--- src/ring_mac_map.vh ---
`ifndef RING_MAC_MAP_VH
`define RING_MAC_MAP_VH
// register indices on the plain port
`define REG_MODE_ONE      4'h0
`define REG_STATUS        4'h1
`define REG_MAX_ROT       4'h2
`define REG_TRT_DEF       4'h3
`define REG_THT_DEF       4'h4
`define REG_TVX_DEF       4'h5
`define REG_TRT_LOAD      4'h6
`define REG_THT_LOAD      4'h7
`define REG_TVX_LOAD      4'h8
`define REG_ADDR_LO       4'h9
`define REG_ADDR_HI       4'ha
`define REG_TX_CTRL       4'hb
// mode register one fields
`define MACHINE_MODE_FIELD_HI          14
`define MACHINE_MODE_FIELD_LO          12
`define MODE_INIT         3'h0
`define MODE_MEM_ACTIVE   3'h1
`define MODE_ON_LINE      3'h2
`define MODE_ON_LINE_SPEC 3'h3
`define MODE_LOOP_INT     3'h4
`define MODE_LOOP_EXT     3'h5
`define MODE_RST          16'h0000
// reset and default values of the timers
`define TRT_RESET         21'h000000
`define THT_RESET         16'hffff
`define TVX_RESET         8'hff
`define TRT_DEF_RESET     21'h1fffff
`define THT_DEF_RESET     16'hffff
`define TVX_DEF_RESET     8'hff
`define MAX_ROT_RESET     21'h1fffff
// framing
`define IDLE_GAP          5'd16
`define PREAMBLE_BYTES    5'd16
// symbol pair codes on the byte path
`define SYM_IDLE          8'hff
`define SYM_JK            8'hc5
`define SYM_TT            8'h77
`define SYM_TS            8'h7a
`define SYM_RR            8'h55
`define SYM_SS            8'haa
`define SYM_RS            8'h5a
`define SYM_SR            8'ha5
`define SYM_TOKEN_FC      8'h80
`endif

--- src/crc32_byte.v ---
`include "ring_mac_map.vh"
// one byte per cycle crc, reflected, residue inverted on output
module crc32_byte (
  input  wire        clk_in,
  input  wire        rst_in,
  input  wire        clear_in,
  input  wire        enable_in,
  input  wire [7:0]  data_in,
  output wire [31:0] fcs_out
);
  reg  [31:0] crc;
  reg  [31:0] next_crc;
  integer     i;
  // bitwise update, lsb first as on the ring
  always @* begin
    next_crc = crc;
    for (i = 0; i < 8; i = i + 1) begin
      if (next_crc[0] ^ data_in[i])
        next_crc = (next_crc >> 1) ^ 32'hedb88320;
      else
        next_crc = next_crc >> 1;
    end
  end
  always @(posedge clk_in) begin
    if (rst_in || clear_in)
      crc <= 32'hffffffff;
    else if (enable_in)
      crc <= next_crc;
  end
  assign fcs_out = ~crc;
endmodule // crc32_byte

--- src/ring_mac_tx_path_mode_ctrl.v ---
`include "ring_mac_map.vh"
// Summary of operation
// - split each fifo word into four bytes
// - parity bits steer symbols, never transmitted
// - send local bytes or repeat received stream
// - stop repeating own or defective frames
// - append 32-bit crc, separate from receive
// - emit idles, jk, t, e a c, tokens
// - protocol machine above symbol machine, status
// - at least sixteen idles between frames
// - six modes chosen in mode register one
// - online special leaves a and c reset
// - zero mode field or reset gives init
// - init holds transmit and receive in reset
// - init blind repeats receive bus to output
// - station address writable only in init
// - timer defaults writable in any mode
// - timers keep running during init
// - valid transmission timer expires, then stops
// - rotation cleared, holding set all ones
// - rotation timer reloads max limit on expiry
// - direct writes reload and restart counters
// - leaving init loads timer defaults
// - memory active receives nothing, ignores claims
// - online left on mode change or reset
module ring_mac_tx_path_mode_ctrl (
  input  wire        sys_clk_in,
  input  wire        rst_in,
  input  wire [3:0]  addr_in,
  input  wire [15:0] wr_data_in,
  input  wire        wr_in,
  input  wire        rd_in,
  output reg  [15:0] rd_data_out,
  input  wire [35:0] tx_word_in,
  input  wire        tx_word_valid_in,
  output reg         tx_word_take_out,
  input  wire        tx_frame_last_in,
  input  wire        tx_token_req_in,
  input  wire        tx_restricted_in,
  input  wire        bus_select_in,
  input  wire [7:0]  receive_bus_a_in,
  input  wire [7:0]  receive_bus_b_in,
  input  wire        rx_repeat_in,
  input  wire        rx_strip_in,
  input  wire        rx_ext_copy_in,
  input  wire        rx_error_in,
  output reg  [7:0]  tx_byte_out,
  output reg         tx_active_out,
  output reg         rx_enable_out,
  output reg         claim_beacon_enable_out,
  output reg  [2:0]  mode_out
);
  // protocol machine states
  localparam [1:0] P_IDLE = 2'h0, P_TX = 2'h1, P_REPEAT = 2'h2, P_GAP = 2'h3;
  // symbol machine states
  localparam [2:0] S_PRE = 3'h0, S_SD = 3'h1, S_DATA = 3'h2, S_FCS = 3'h3,
                   S_ED = 3'h4, S_FS = 3'h5, S_TOK_FC = 3'h6, S_TOK_ED = 3'h7;

  reg  [15:0] mode_reg;
  reg  [2:0]  mode_prev;
  reg  [20:0] max_rot;
  reg  [20:0] trt_def;
  reg  [15:0] tht_def;
  reg  [7:0]  tvx_def;
  reg  [20:0] token_rotation_timer;
  reg  [15:0] token_holding_timer;
  reg  [7:0]  valid_transmission_timer;
  reg         trt_exp;
  reg         tht_exp;
  reg         tvx_exp;
  reg  [31:0] station_addr;
  reg  [1:0]  pstate;
  reg  [2:0]  sstate;
  reg  [4:0]  cnt;
  reg  [1:0]  lane;
  reg  [35:0] word;
  reg         word_last;
  reg         is_token;
  reg         tx_done;
  reg         restricted;
  reg  [7:0]  next_byte;
  reg  [7:0]  rx_byte;
  wire        in_init;
  wire        leave_init;
  wire [31:0] fcs;
  wire        crc_clear;
  wire        crc_en;
  wire [7:0]  local_byte;
  wire        special_lane;

  assign in_init    = (mode_reg[`MACHINE_MODE_FIELD_HI:`MACHINE_MODE_FIELD_LO] == `MODE_INIT);
  assign leave_init = (mode_prev == `MODE_INIT) && !in_init;
  // byte lane select, most significant byte goes first
  assign local_byte = word[8*(3-lane) +: 8];
  // parity bit of the current lane marks a special symbol request
  assign special_lane = word[32 + 3 - lane];
  assign crc_clear = (sstate == S_SD);
  assign crc_en    = (sstate == S_DATA) && (pstate == P_TX);

  // separate crc on the transmit path only
  crc32_byte u_crc (
    .clk_in    (sys_clk_in),
    .rst_in    (rst_in),
    .clear_in  (crc_clear),
    .enable_in (crc_en),
    .data_in   (local_byte),
    .fcs_out   (fcs)
  );

  // register writes; the mode field applies at the clock edge, whole bytes
  always @(posedge sys_clk_in) begin
    if (rst_in) begin
      mode_reg     <= `MODE_RST;
      max_rot      <= `MAX_ROT_RESET;
      trt_def      <= `TRT_DEF_RESET;
      tht_def      <= `THT_DEF_RESET;
      tvx_def      <= `TVX_DEF_RESET;
      station_addr <= 32'h00000000;
      restricted   <= 1'b0;
    end else if (wr_in) begin
      if (addr_in == `REG_MODE_ONE)
        mode_reg <= wr_data_in;
      else if (addr_in == `REG_MAX_ROT)
        max_rot <= {wr_data_in, 5'h00};
      else if (addr_in == `REG_TRT_DEF)
        trt_def <= {wr_data_in, 5'h00};
      else if (addr_in == `REG_THT_DEF)
        tht_def <= wr_data_in;
      else if (addr_in == `REG_TVX_DEF)
        tvx_def <= wr_data_in[7:0];
      else if (addr_in == `REG_ADDR_LO && in_init)
        station_addr[15:0] <= wr_data_in;
      else if (addr_in == `REG_ADDR_HI && in_init)
        station_addr[31:16] <= wr_data_in;
      else if (addr_in == `REG_TX_CTRL)
        restricted <= wr_data_in[0];
    end
  end

  // previous mode, used to see the exit from init
  always @(posedge sys_clk_in) begin
    if (rst_in)
      mode_prev <= `MODE_INIT;
    else
      mode_prev <= mode_reg[`MACHINE_MODE_FIELD_HI:`MACHINE_MODE_FIELD_LO];
  end

  // timers run in every mode, including init
  always @(posedge sys_clk_in) begin
    if (rst_in) begin
      token_rotation_timer     <= 21'h00000;
      token_holding_timer     <= `THT_RESET;
      valid_transmission_timer     <= `TVX_RESET;
      trt_exp <= 1'b0;
      tht_exp <= 1'b0;
      tvx_exp <= 1'b0;
    end else begin
      // rotation timer counts up, expiry reloads the limit
      if (leave_init || (wr_in && addr_in == `REG_TRT_LOAD)) begin
        token_rotation_timer <= leave_init ? trt_def : {wr_data_in, 5'h00};
      end else if (token_rotation_timer == 21'h1fffff) begin
        token_rotation_timer     <= max_rot;
        trt_exp <= 1'b1;
      end else begin
        token_rotation_timer <= token_rotation_timer + 21'h000001;
      end
      // holding timer counts up and stops at terminal count
      if (leave_init || (wr_in && addr_in == `REG_THT_LOAD)) begin
        token_holding_timer     <= leave_init ? tht_def : wr_data_in;
        tht_exp <= 1'b0;
      end else if (token_holding_timer == 16'hffff) begin
        tht_exp <= 1'b1;
      end else begin
        token_holding_timer <= token_holding_timer + 16'h0001;
      end
      // valid transmission timer counts down from 255 and holds at zero
      if (leave_init || (wr_in && addr_in == `REG_TVX_LOAD)) begin
        valid_transmission_timer     <= leave_init ? tvx_def : wr_data_in[7:0];
        tvx_exp <= 1'b0;
      end else if (valid_transmission_timer == 8'h00) begin
        tvx_exp <= 1'b1;
      end else begin
        valid_transmission_timer <= valid_transmission_timer - 8'h01;
      end
    end
  end

  // select the repeat source once per byte
  always @* begin
    rx_byte = bus_select_in ? receive_bus_b_in : receive_bus_a_in;
  end

  // protocol and symbol machines, held in reset while in init
  always @(posedge sys_clk_in) begin
    if (rst_in || in_init) begin
      pstate           <= P_IDLE;
      sstate           <= S_PRE;
      cnt              <= 5'd0;
      lane             <= 2'd0;
      word             <= 36'h000000000;
      word_last        <= 1'b0;
      is_token         <= 1'b0;
      tx_done          <= 1'b0;
      tx_word_take_out <= 1'b0;
    end else begin
      tx_word_take_out <= 1'b0;
      case (pstate)
        P_IDLE: begin
          cnt <= 5'd0;
          if (mode_reg[`MACHINE_MODE_FIELD_HI:`MACHINE_MODE_FIELD_LO] != `MODE_MEM_ACTIVE &&
              (tx_token_req_in || tx_word_valid_in)) begin
            pstate   <= P_TX;
            sstate   <= S_PRE;
            is_token <= tx_token_req_in && !tx_word_valid_in;
            tx_done  <= 1'b0;
          end else if (rx_repeat_in) begin
            pstate <= P_REPEAT;
          end
        end
        P_REPEAT: begin
          if (rx_strip_in || rx_error_in || !rx_repeat_in)
            pstate <= P_GAP;
        end
        P_TX: begin
          case (sstate)
            S_PRE: begin
              cnt <= cnt + 5'd1;
              if (cnt == `PREAMBLE_BYTES - 5'd1) begin
                cnt    <= 5'd0;
                sstate <= S_SD;
              end
            end
            S_SD: begin
              sstate <= is_token ? S_TOK_FC : S_DATA;
              if (!is_token) begin
                word             <= tx_word_in;
                word_last        <= tx_frame_last_in;
                tx_word_take_out <= 1'b1;
                lane             <= 2'd0;
              end
            end
            S_DATA: begin
              lane <= lane + 2'd1;
              if (lane == 2'd3) begin
                if (word_last) begin
                  sstate <= S_FCS;
                  cnt    <= 5'd0;
                end else if (tx_word_valid_in) begin
                  word             <= tx_word_in;
                  word_last        <= tx_frame_last_in;
                  tx_word_take_out <= 1'b1;
                end
              end
            end
            S_FCS: begin
              cnt <= cnt + 5'd1;
              if (cnt == 5'd3) begin
                cnt    <= 5'd0;
                sstate <= S_ED;
              end
            end
            S_ED: sstate <= S_FS;
            S_FS: begin
              pstate  <= P_GAP;
              tx_done <= 1'b1;
            end
            S_TOK_FC: sstate <= S_TOK_ED;
            default: begin
              pstate  <= P_GAP;
              tx_done <= 1'b1;
            end
          endcase
        end
        default: begin
          // interframe idles before the next frame may start
          cnt <= cnt + 5'd1;
          if (cnt == `IDLE_GAP - 5'd1) begin
            cnt    <= 5'd0;
            pstate <= P_IDLE;
          end
        end
      endcase
    end
  end

  // output byte: blind repeat in init, else per machine state
  always @* begin
    next_byte = `SYM_IDLE;
    if (in_init) begin
      next_byte = rx_byte;
    end else if (pstate == P_REPEAT) begin
      next_byte = rx_byte;
    end else if (pstate == P_TX) begin
      case (sstate)
        S_PRE:    next_byte = `SYM_IDLE;
        S_SD:     next_byte = `SYM_JK;
        S_DATA:   next_byte = special_lane ? `SYM_IDLE : local_byte;
        S_FCS:    next_byte = fcs[8*(3-cnt[1:0]) +: 8];
        S_ED:     next_byte = `SYM_TS;
        S_FS: begin
          // online special never sets a or c on an external copy
          if (mode_reg[`MACHINE_MODE_FIELD_HI:`MACHINE_MODE_FIELD_LO] == `MODE_ON_LINE_SPEC &&
              rx_ext_copy_in)
            next_byte = `SYM_RR;
          else
            next_byte = rx_ext_copy_in ? `SYM_SS : `SYM_RR;
        end
        S_TOK_FC: next_byte = (restricted || tx_restricted_in) ?
                              8'hc0 : `SYM_TOKEN_FC;
        default:  next_byte = `SYM_TT;
      endcase
    end
  end

  // registered outputs and mode gating of receive functions
  always @(posedge sys_clk_in) begin
    if (rst_in) begin
      tx_byte_out             <= `SYM_IDLE;
      tx_active_out           <= 1'b0;
      rx_enable_out           <= 1'b0;
      claim_beacon_enable_out <= 1'b0;
      mode_out                <= `MODE_INIT;
    end else begin
      tx_byte_out   <= next_byte;
      tx_active_out <= (pstate == P_TX);
      mode_out      <= mode_reg[`MACHINE_MODE_FIELD_HI:`MACHINE_MODE_FIELD_LO];
      // no reception in init or memory active
      rx_enable_out <= !in_init &&
        mode_reg[`MACHINE_MODE_FIELD_HI:`MACHINE_MODE_FIELD_LO] != `MODE_MEM_ACTIVE;
      claim_beacon_enable_out <= !in_init &&
        mode_reg[`MACHINE_MODE_FIELD_HI:`MACHINE_MODE_FIELD_LO] != `MODE_MEM_ACTIVE;
    end
  end

  // read port, data one cycle after the strobe, unmapped reads zero
  always @(posedge sys_clk_in) begin
    if (rst_in)
      rd_data_out <= 16'h0000;
    else if (rd_in) begin
      if (addr_in == `REG_MODE_ONE)
        rd_data_out <= mode_reg;
      else if (addr_in == `REG_STATUS)
        rd_data_out <= {10'h000, tx_done, pstate == P_TX,
                        in_init, trt_exp, tht_exp, tvx_exp};
      else if (addr_in == `REG_MAX_ROT)
        rd_data_out <= max_rot[20:5];
      else if (addr_in == `REG_TRT_LOAD)
        rd_data_out <= token_rotation_timer[20:5];
      else if (addr_in == `REG_THT_LOAD)
        rd_data_out <= token_holding_timer;
      else if (addr_in == `REG_TVX_LOAD)
        rd_data_out <= {8'h00, valid_transmission_timer};
      else if (addr_in == `REG_ADDR_LO)
        rd_data_out <= station_addr[15:0];
      else if (addr_in == `REG_ADDR_HI)
        rd_data_out <= station_addr[31:16];
      else
        rd_data_out <= 16'h0000;
    end else
      rd_data_out <= 16'h0000;
  end
endmodule // ring_mac_tx_path_mode_ctrl

--- config.mk ---
export PLATFORM = sky130hd
export DESIGN_NAME = ring_mac_tx_path_mode_ctrl
export DESIGN_NICKNAME = d
export VERILOG_FILES = /design/src/crc32_byte.v /design/src/ring_mac_tx_path_mode_ctrl.v
export VERILOG_INCLUDE_DIRS = /design/src
export SDC_FILE = /design/constraint.sdc
export NUM_CORES = 1
export LEC_CHECK = 0
export ABC_AREA = 1
export CORE_MARGIN = 2
export CORE_UTILIZATION = 50
export DETAILED_ROUTE_END_ITERATION = 10
export DONT_BUFFER_PORTS = 1
export GPL_TIMING_DRIVEN = 0
export PLACE_DENSITY = 0.75
export SYNTH_ARGS = -nofsm -noshare
export SYNTH_HDL_FRONTEND = slang
export SYNTH_SLANG_ARGS = --single-unit
--- constraint.sdc ---
create_clock -name sys_clk_in -period 2.4 [get_ports sys_clk_in]
set_clock_uncertainty 0.05 [all_clocks]
set_input_delay 0.24 -clock sys_clk_in [delete_from_list [all_inputs] [get_ports sys_clk_in]]
set_output_delay 0.24 -clock sys_clk_in [all_outputs]
set_load 0.05 [all_outputs]
; Word-level counts from Yosys, hierarchy flattened
; Cells that the tools add are included.
[classes]
add_sub_neg = 8
order_cmp = 1
eq_ne = 42
shift = 2
mux = 76
bitwise = 28
reduce_logical = 54
[ops]
columns = operator, n
row1 = 32-bit 2-to-1 mux, 8
row2 = 16-bit 2-to-1 mux, 11
row3 = 36-bit 2-to-1 mux, 4
row4 = 13-bit inverter with 14-bit output, 8
row5 = 8-bit 2-to-1 mux, 10
row6 = 36-bit one-hot mux with 2 select lines, 1
row7 = 21-bit 2-to-1 mux, 3
row8 = 8-bit one-hot mux with 7 select lines, 1
row9 = 36-bit by 33-bit indexed part select with 8-bit output, 1
row10 = 32-bit by 33-bit indexed part select with 8-bit output, 1
row11 = 32-bit by 7-bit less-than comparator with 1-bit output (second input constant), 1
row12 = 32-bit inverter, 1
row13 = 5-bit one-hot mux with 3 select lines, 2
row14 = 21-bit by 1-bit adder with 21-bit output (second input constant), 1
row15 = 21-bit equality test (second input constant), 1
row16 = 5-bit 2-to-1 mux, 4
row17 = 3-bit 2-to-1 mux, 6
row18 = 3-bit one-hot mux with 6 select lines, 1
row19 = 16-bit by 1-bit adder with 16-bit output (second input constant), 1
row20 = 16-bit equality test (second input constant), 1
row21 = 4-bit by 3-bit equality test with 1-bit output (second input constant), 4
row22 = 4-bit equality test (second input constant), 4
row23 = 2-bit != test (second input constant), 8
row24 = 4-bit AND reduction, 4
row25 = other kinds (48), 124
[word_totals]
regBits = 276
output_inout_bits = 31

; Depth between registers and ports, before layout
; Gate-level depths: netlist of run 1.
[logic_depth]
depth_word = 18
depth_mapped = 16

; Hierarchy
; From an unflattened synthesis of run 1, not the netlist that was laid out.
[unflattened]
cells_unflattened = 2098
hier_area_um2 = 14278.7
[by_module_without_submodules]
columns = module, n_inst, cells_each, area_per_inst_um2, seq_area_each_um2
row1 = ring_mac_tx_path_mode_ctrl, 1, 1692, 11935.2, 4724.5
row2 = crc32_byte, 1, 406, 2343.5, 640.6

; Worst setup path before layout of run 1
; No wires, ideal clock.
[synth_path]
kind = reg2reg
from = register pstate[1]
to = register pstate[0]
arrival_ns = 1.642
path_slack_ns = 0.580
stages_incl_launch_ff = 11
path_cell_list = dfxtp_1 -> inv_1 -> ha_1 -> buf_2 -> inv_1 -> buf_2 -> a21oi_1 -> a311oi_1 -> o21ai_0 -> o21ai_0 -> a21oi_1
[synth_between]
elab_chain_cells = 3
word_cells_on_any_way = 9
cone_classes = eq/ne (5) / mux (1) / reduce/logical (3)
[synth_rtl]
columns = item, line
row1 = from (decl), ring_mac_tx_path_mode_ctrl.v:72  ; reg [1:0] pstate;
row2 = from (signal assigned), ring_mac_tx_path_mode_ctrl.v:196  ; pstate <= P_IDLE;
row3 = from (signal assigned), ring_mac_tx_path_mode_ctrl.v:212  ; pstate <= P_TX;
row4 = from (signal assigned), ring_mac_tx_path_mode_ctrl.v:217  ; pstate <= P_REPEAT;
row5 = "2-bit equality test, or another cell as far along", ring_mac_tx_path_mode_ctrl.v:207  ; case (pstate)
row6 = "2-bit != test (no line), or another cell as far along", --
row7 = 4-bit AND reduction (no line), --
; Parallel ways exist; a longest one is shown, timed or not.
; A chain may end at the register's enable or synchronous reset.

==> results.cfg, run 1 <==
[timing]
tightest_slew_ns = 0.939
final.min_clock_period_ns = 2.31
max_slew_margin_pct = 37.4
rsz0062_at_grt = false
setup_violations = 0
hold_violations = 0
setup_tns_ns = 0
timing.final.max_slew_violations = 0
max_freq_mhz = 432
post-route-period-util_pct = 96.4

[pwr]
max-vdd-ir-drop_mv = 0.640
p_leak_nw = 6.73
power_density_nw_per_um2 = 744

[synth]
synth_ff_type = dfxtp_1
yosys-top-cells-area = dfxtp_1 39%, nand2_1 11%, a21oi_1 7.3%
synth.ff_latch_count = 268
synth_fp_nets = 2020
yosysSeqAreaShare_pct = 39.2
netlist_instances = 1924
synth_edf_count = 0
yosysTopAreaCellShare_pct = 39.2
syn_avg_cell_area_um2 = 7.12
yosys.area.top_type = dfxtp_1
ys_warn_count = 0
yosysUniqueCellTypes = 55
syn_area_um2 = 13700
async_flop_share_pct = 0

[clocking]
clock_latency_ns = 0.57
cts.sinks = 268
root_buffer = clkbuf_16
cts_made_buffers = 30
clockBufferDepth = 3
cts_setup_buffers = 0
clkTransAtPathRegs_ns = 0.06
cts-htree-levels = 1
cts_tree = yes

[setup_path]
critPathMaxStageDelay_ns = 0.48
startpoint_type = flop
crit_fanout = 10
critPathSlowestCell = dfxtp_1
path_cells = nor3_2 > nand2_4 > inv_2 > clkbuf_1 > nand2_1 > a21oi_1
path_delay_family = simple AND/OR/NAND/NOR gates
crit_type = reg -> reg
end_kind = flop
critPathBufInv = 2
critPathRequiredTime_ns = 2.83
arrival_ns = 2.74

[drt]
dr_total_vias = 14325
viasPerCell = 5.98
drc = 0
post_drt_wl_per_cell_um = 20.6
drt_wl_total_um = 49400
drtIter0Drc = 1598
drt.antenna.violating_nets = 0
dr.pass1.iters = 8

[layout]
diodes = 0
fin_cells = 2394
largest_register = word
drive_gt1_share_pct = 9.30
area_delta_synth_final_pct = 16.8
top_regs = word x36, station_addr x32, u_crc.crc x32
fin_util_pct = 59.3
largest_register_ffs = 36
nNetsFinal = 2126

[global_routing]
grt_max_degree = 15
grt_usage_pct = 33.8
gr-total-overflow = 0
grt_pass1_wl_um = 75700
antenna_found_initial = 0
grt_pass1_vias = 13381

[placed_design]
dp.cells = 2265
dp_hpwl_um = 35700
gp_congestion = 1.01
numPortBuffers = 0

[floorplanning]
fp.coreArea_um2 = 27000
initial_utilization_pct = 50.8
dieWidth_um = 169
fp.dieArea_um2 = 28700
fp.dieH_um = 169
ioPinCount = 116
fp-row-count = 60

[run]
max_cap_viol_count = 0

[run_status]
status = finished clean

[worst_hold_path]
worst_hold_path_type = in -> reg
==> tightest hold or removal path, stage by stage <==
cell	delay, ns
nor2_1	0.09
a21oi_1	0.06
nand2_1	0.10
a21oi_1	0.07
==> final timing paths <==
kind | endpoint | depth (start not counted) | slack (ns) | from
setup / recovery | token_rotation_timer[1]$_SDFF_PP0_ | 6 | 0.09 | mode_out[1]$_SDFF_PP0_
hold / removal | is_token$_SDFFE_PP0P_ | 4 | 0.006 | tx_word_valid_in
setup reg to reg | token_rotation_timer[1]$_SDFF_PP0_ | 6 | 0.09 | mode_out[1]$_SDFF_PP0_
hold reg to reg | trt_def[4]$_SDFFE_PP1P_ | 2 | 0.40 | trt_def[4]$_SDFFE_PP1P_
==> layer usage <==
metal  wire length [µm]  global-route usage, %
met5                  0                      0
met4               2810                   16.3
met3               4780                   6.32
met2              22300                   55.0
met1              19500                   43.2
==> per-stage QoR <==
stage	hold slack (ns)	instance area (µm²)	setup WS, ns	power, mW
floorplan	0.274	13700	0.580	6.13
global placement	0.279	14100	-0.0491	6.52
detailed placement	0.279	14100	-0.126	6.56
CTS	0.00957	16000	0.0783	11.8
global route	0.0382	16000	0.0116	12.3
finish	0.00594	16000	0.0861	11.9
==> cells in the mapped netlist (all sizes together) (27+ instances only) <==
library cell and instances:
inv 190, nand3 100, dfxtp 268, nor2 190
o211ai 79, clkbuf 49, o21ai 177, xor2 46
nand2 437, buf 42, a21oi 199, nand4 27
==> where the power goes <==
part | total, mW | internal [mW] | switching [mW]
clock network | 5.23 | 3.27 | 1.96
logic | 1.67 | 0.591 | 1.08
registers | 4.99 | 4.69 | 0.297
==> what timing repair did <==
item | 4_1_cts | 5_1_grt
endpoints found under the setup margin | 7 | 12
gates cloned | 0 | 0
pin swaps | 0 | 0
endpoints found under the hold margin | 150 | 0
hold buffers | 74 | 0
gates resized for setup | 2 | 5
==> cells by family after synthesis <==
group	Yosys count	share of synthesized area, %
xor gates and xnor gates	56	3.77
muxes	1	0.0822
buffers and inverters	283	8.64
adders and majority gates	11	1.01
DFF	268	39.2
and+or+nand+nor	789	25.7
AOI/OAI and AO/OA	516	21.6
==> final cells by class <==
class	count	area (µm²)
Fill cell	2426	11000
Multi-Input combinational cell	1373	7160
Sequential cell	268	5370
Clock buffer	36	815
Timing Repair Buffer	74	741
Inverter	192	723
Buffer	91	459
Tap cell	341	427
Clock inverter	19	305
==> cell usage in the layout, fill, tap and decap left out, types with 3 or more instances in the layout <==
cell type      synthesis  routed
o22ai_1                5       5
clkbuf_1              49      52
o31ai_1                4       4
clkinv_2               0       9
a31oi_1                7       7
a22oi_1                8       8
buf_4                  5       5
a32oi_1                7       7
bufinv_16              0       8
or2_2                  3       3
buf_1                  3       3
buf_2                 25      25
nand2_1              394     393
dfxtp_1              268     268
nand4_1               27      27
nor3_1                23      22
ha_1                  11      11
clkbuf_16              0      31
nand2_2               32      33
o211ai_1              77      77
a211oi_1               7       7
inv_1                169     169
buf_6                  9       9
nand2_4               11      11
nor2_1               179     178
nand3_1               90      90
o21bai_1               3       3
o2111ai_1             10      10
nand3_2               10      10
xor2_1                44      44
inv_2                 20      20
o221ai_1               3       3
xnor2_1               10      10
o21ai_0              153     150
nor2_4                 6       7
dlygate4sd3_1          0      74
a21oi_1              199     199
nor2_2                 5       5
o21ai_1               23      26
No activity file was read; power rests on OpenSTA's default activity.
==> run 2: changes to the inputs <==
--- a/config.mk
+++ b/config.mk
@@ -13,6 +13,7 @@
 export DONT_BUFFER_PORTS = 1
 export GPL_TIMING_DRIVEN = 0
 export PLACE_DENSITY = 0.75
+export REMOVE_ABC_BUFFERS = 1
 export SYNTH_ARGS = -nofsm -noshare
 export SYNTH_HDL_FRONTEND = slang
 export SYNTH_SLANG_ARGS = --single-unit
==> results.cfg, run 2 (synthesized netlist as in run 1, its figures left out) <==
[drt]
drtIter0Drc = 1409
dr.pass1.iters = 6
drt.antenna.violating_nets = 0
post_drt_wl_per_cell_um = 18.8
drt_wl_total_um = 44100
viasPerCell = 5.94
drc = 0
dr_total_vias = 13921

[global_routing]
antenna_found_initial = 3
grt_pass1_wl_um = 68300
grt_pass1_vias = 13101
gr-total-overflow = 0
grt_usage_pct = 29.8
grt_max_degree = 90

[pwr]
power_density_nw_per_um2 = 705
max-vdd-ir-drop_mv = 0.581
p_total_mw = 11.3
p_leak_nw = 6.68

[setup_path]
path_cells = nor2_1 > inv_2 > nor2_4 > inv_1 > nor2_4 > inv_1 > nand2_1 > o211ai_1
startpoint_type = input port
arrival_ns = 2.70
crit_type = in -> reg
crit_fanout = 24
critPathMaxStageDelay_ns = 0.52
critPathSlowestCell = inv_1
startpoint = addr_in[3]
critPathRequiredTime_ns = 2.75
reg2reg_from = mode_out[2]$_SDFF_PP0_
end_kind = flop

[clocking]
clkTransAtPathRegs_ns = 0.06
cts_made_buffers = 29
clock_latency_ns = 0.55
root_buffer = clkbuf_16
cts_tree = yes
cts.sinks = 268
cts-htree-levels = 1
clockBufferDepth = 3

[placed_design]
place_area_um2 = 13700
gp_congestion = 0.932
dp_hpwl_um = 27600
dp.cells = 2178
place_ws_ns = -0.952
numPortBuffers = 0

[floorplanning]
fp.dieH_um = 169
ioPinCount = 116
fp.dieArea_um2 = 28700
dieWidth_um = 169
fp.coreArea_um2 = 27000
fp-row-count = 60
initial_utilization_pct = 50.8

[timing]
max_freq_mhz = 426
max_slew_margin_pct = 9.00
tightest_slew_ns = 1.36
timing.final.max_slew_violations = 0
setup_ws_ns = 0.0525
post-route-period-util_pct = 97.8
setup_tns_ns = 0
hold_violations = 0
final.min_clock_period_ns = 2.35
setup_violations = 0

[run_status]
status = finished clean

[layout]
largest_register = word
largest_register_ffs = 36
nNetsFinal = 2078
fin_cells = 2343
fin_area_um2 = 16100
top_regs = word x36, station_addr x32, u_crc.crc x32
drive_gt1_share_pct = 9.65
layout_commonest_cell = nand2_1
fillCellCount = 2396
area_delta_synth_final_pct = 17.4
final_cell_mix = 389 x nand2_1, 263 x dfxtp_1, 198 x a21oi_1, 172 x nor2_1, 162 x inv_1

[run]
max_cap_viol_count = 0

[worst_hold_path]
hp-start = wr_data_in[0]
worst_hold_path_type = in -> reg
run 2: changes by cell type in the layout (fill, tap and decap cells not counted), sizes merged, moves of 3 or more:
cell / change
buf: -28
bufinv: -3
clkbuf: -46
clkinv: -8
clkinvlp: +9
dlygate4sd3: +26
inv: -4
run 2: path summary, 6_finish.rpt:
| check | to | slack, ns | cells after the start |
|---|---|---|---|
| setup reg to reg | valid_transmission_timer[6]$_SDFFE_PP1P_ | 0.10 | 7 |
| setup / recovery | max_rot[6]$_SDFFE_PP1P_ | 0.05 | 8 |
| hold reg to reg | station_addr[16]$_SDFFE_PP0P_ | 0.41 | 2 |
| hold / removal | valid_transmission_timer[0]$_SDFFE_PP1P_ | 0.05 | 4 |
run 2: worst max-delay path: cells and delay by family:
family                 cells  cell delay (ns)
AO/OA/AOI/OAI              1             0.10
AND/OR/NAND/NOR            4             1.26
buffers and inverters      3             1.07
run 2: final cells by class:
cell class | count | area, µm² | area share, %
multi-input cells | 1375 | 7290 | 45.4
flip-flops and latches | 268 | 5380 | 33.5
repair buffers | 114 | 1190 | 7.44
clock buffers | 39 | 813 | 5.06
inverters | 192 | 763 | 4.75
well taps | 341 | 427 | 2.65
clock inverters | 11 | 190 | 1.18
repair inverters | 2 | 12.5 | 0.0779
diodes | 1 | 2.50 | 0.0156
run 2: metrics by stage:
stage,utilization [%],hold WS (ns)
finish,59.6,0.0540
global route,59.6,0.0935
CTS,59.1,-0.321
detailed placement,51.0,0.269
global placement,50.7,0.267
floorplan,-,0.259
run 2: where the power goes:
part | switching (mW) | internal (mW) | leakage (nW) | total [mW]
clock | 1.85 | 2.90 | 0.491 | 4.74
combinational | 0.991 | 0.606 | 4.01 | 1.60
sequential | 0.293 | 4.69 | 2.18 | 4.98
total | 3.13 | 8.19 | 6.68 | 11.3
run 2: what timing repair did:
item,in CTS,in global routing
hold endpoints to repair,189,41
pin swaps,3,2
endpoints found under the setup margin,169,124
cloned,3,1
hold buffers,99,2
buffers inserted,7,2
gates resized for setup,28,22
run 2: metal layers:
layer  GRT usage, %  routed length (µm)  up-vias
li1               -                   -     6580
met1           36.9               17300     6444
met2           50.4               20700      729
met3           4.38                3770      166
met4           15.4                2320        2
met5              0                  11        -
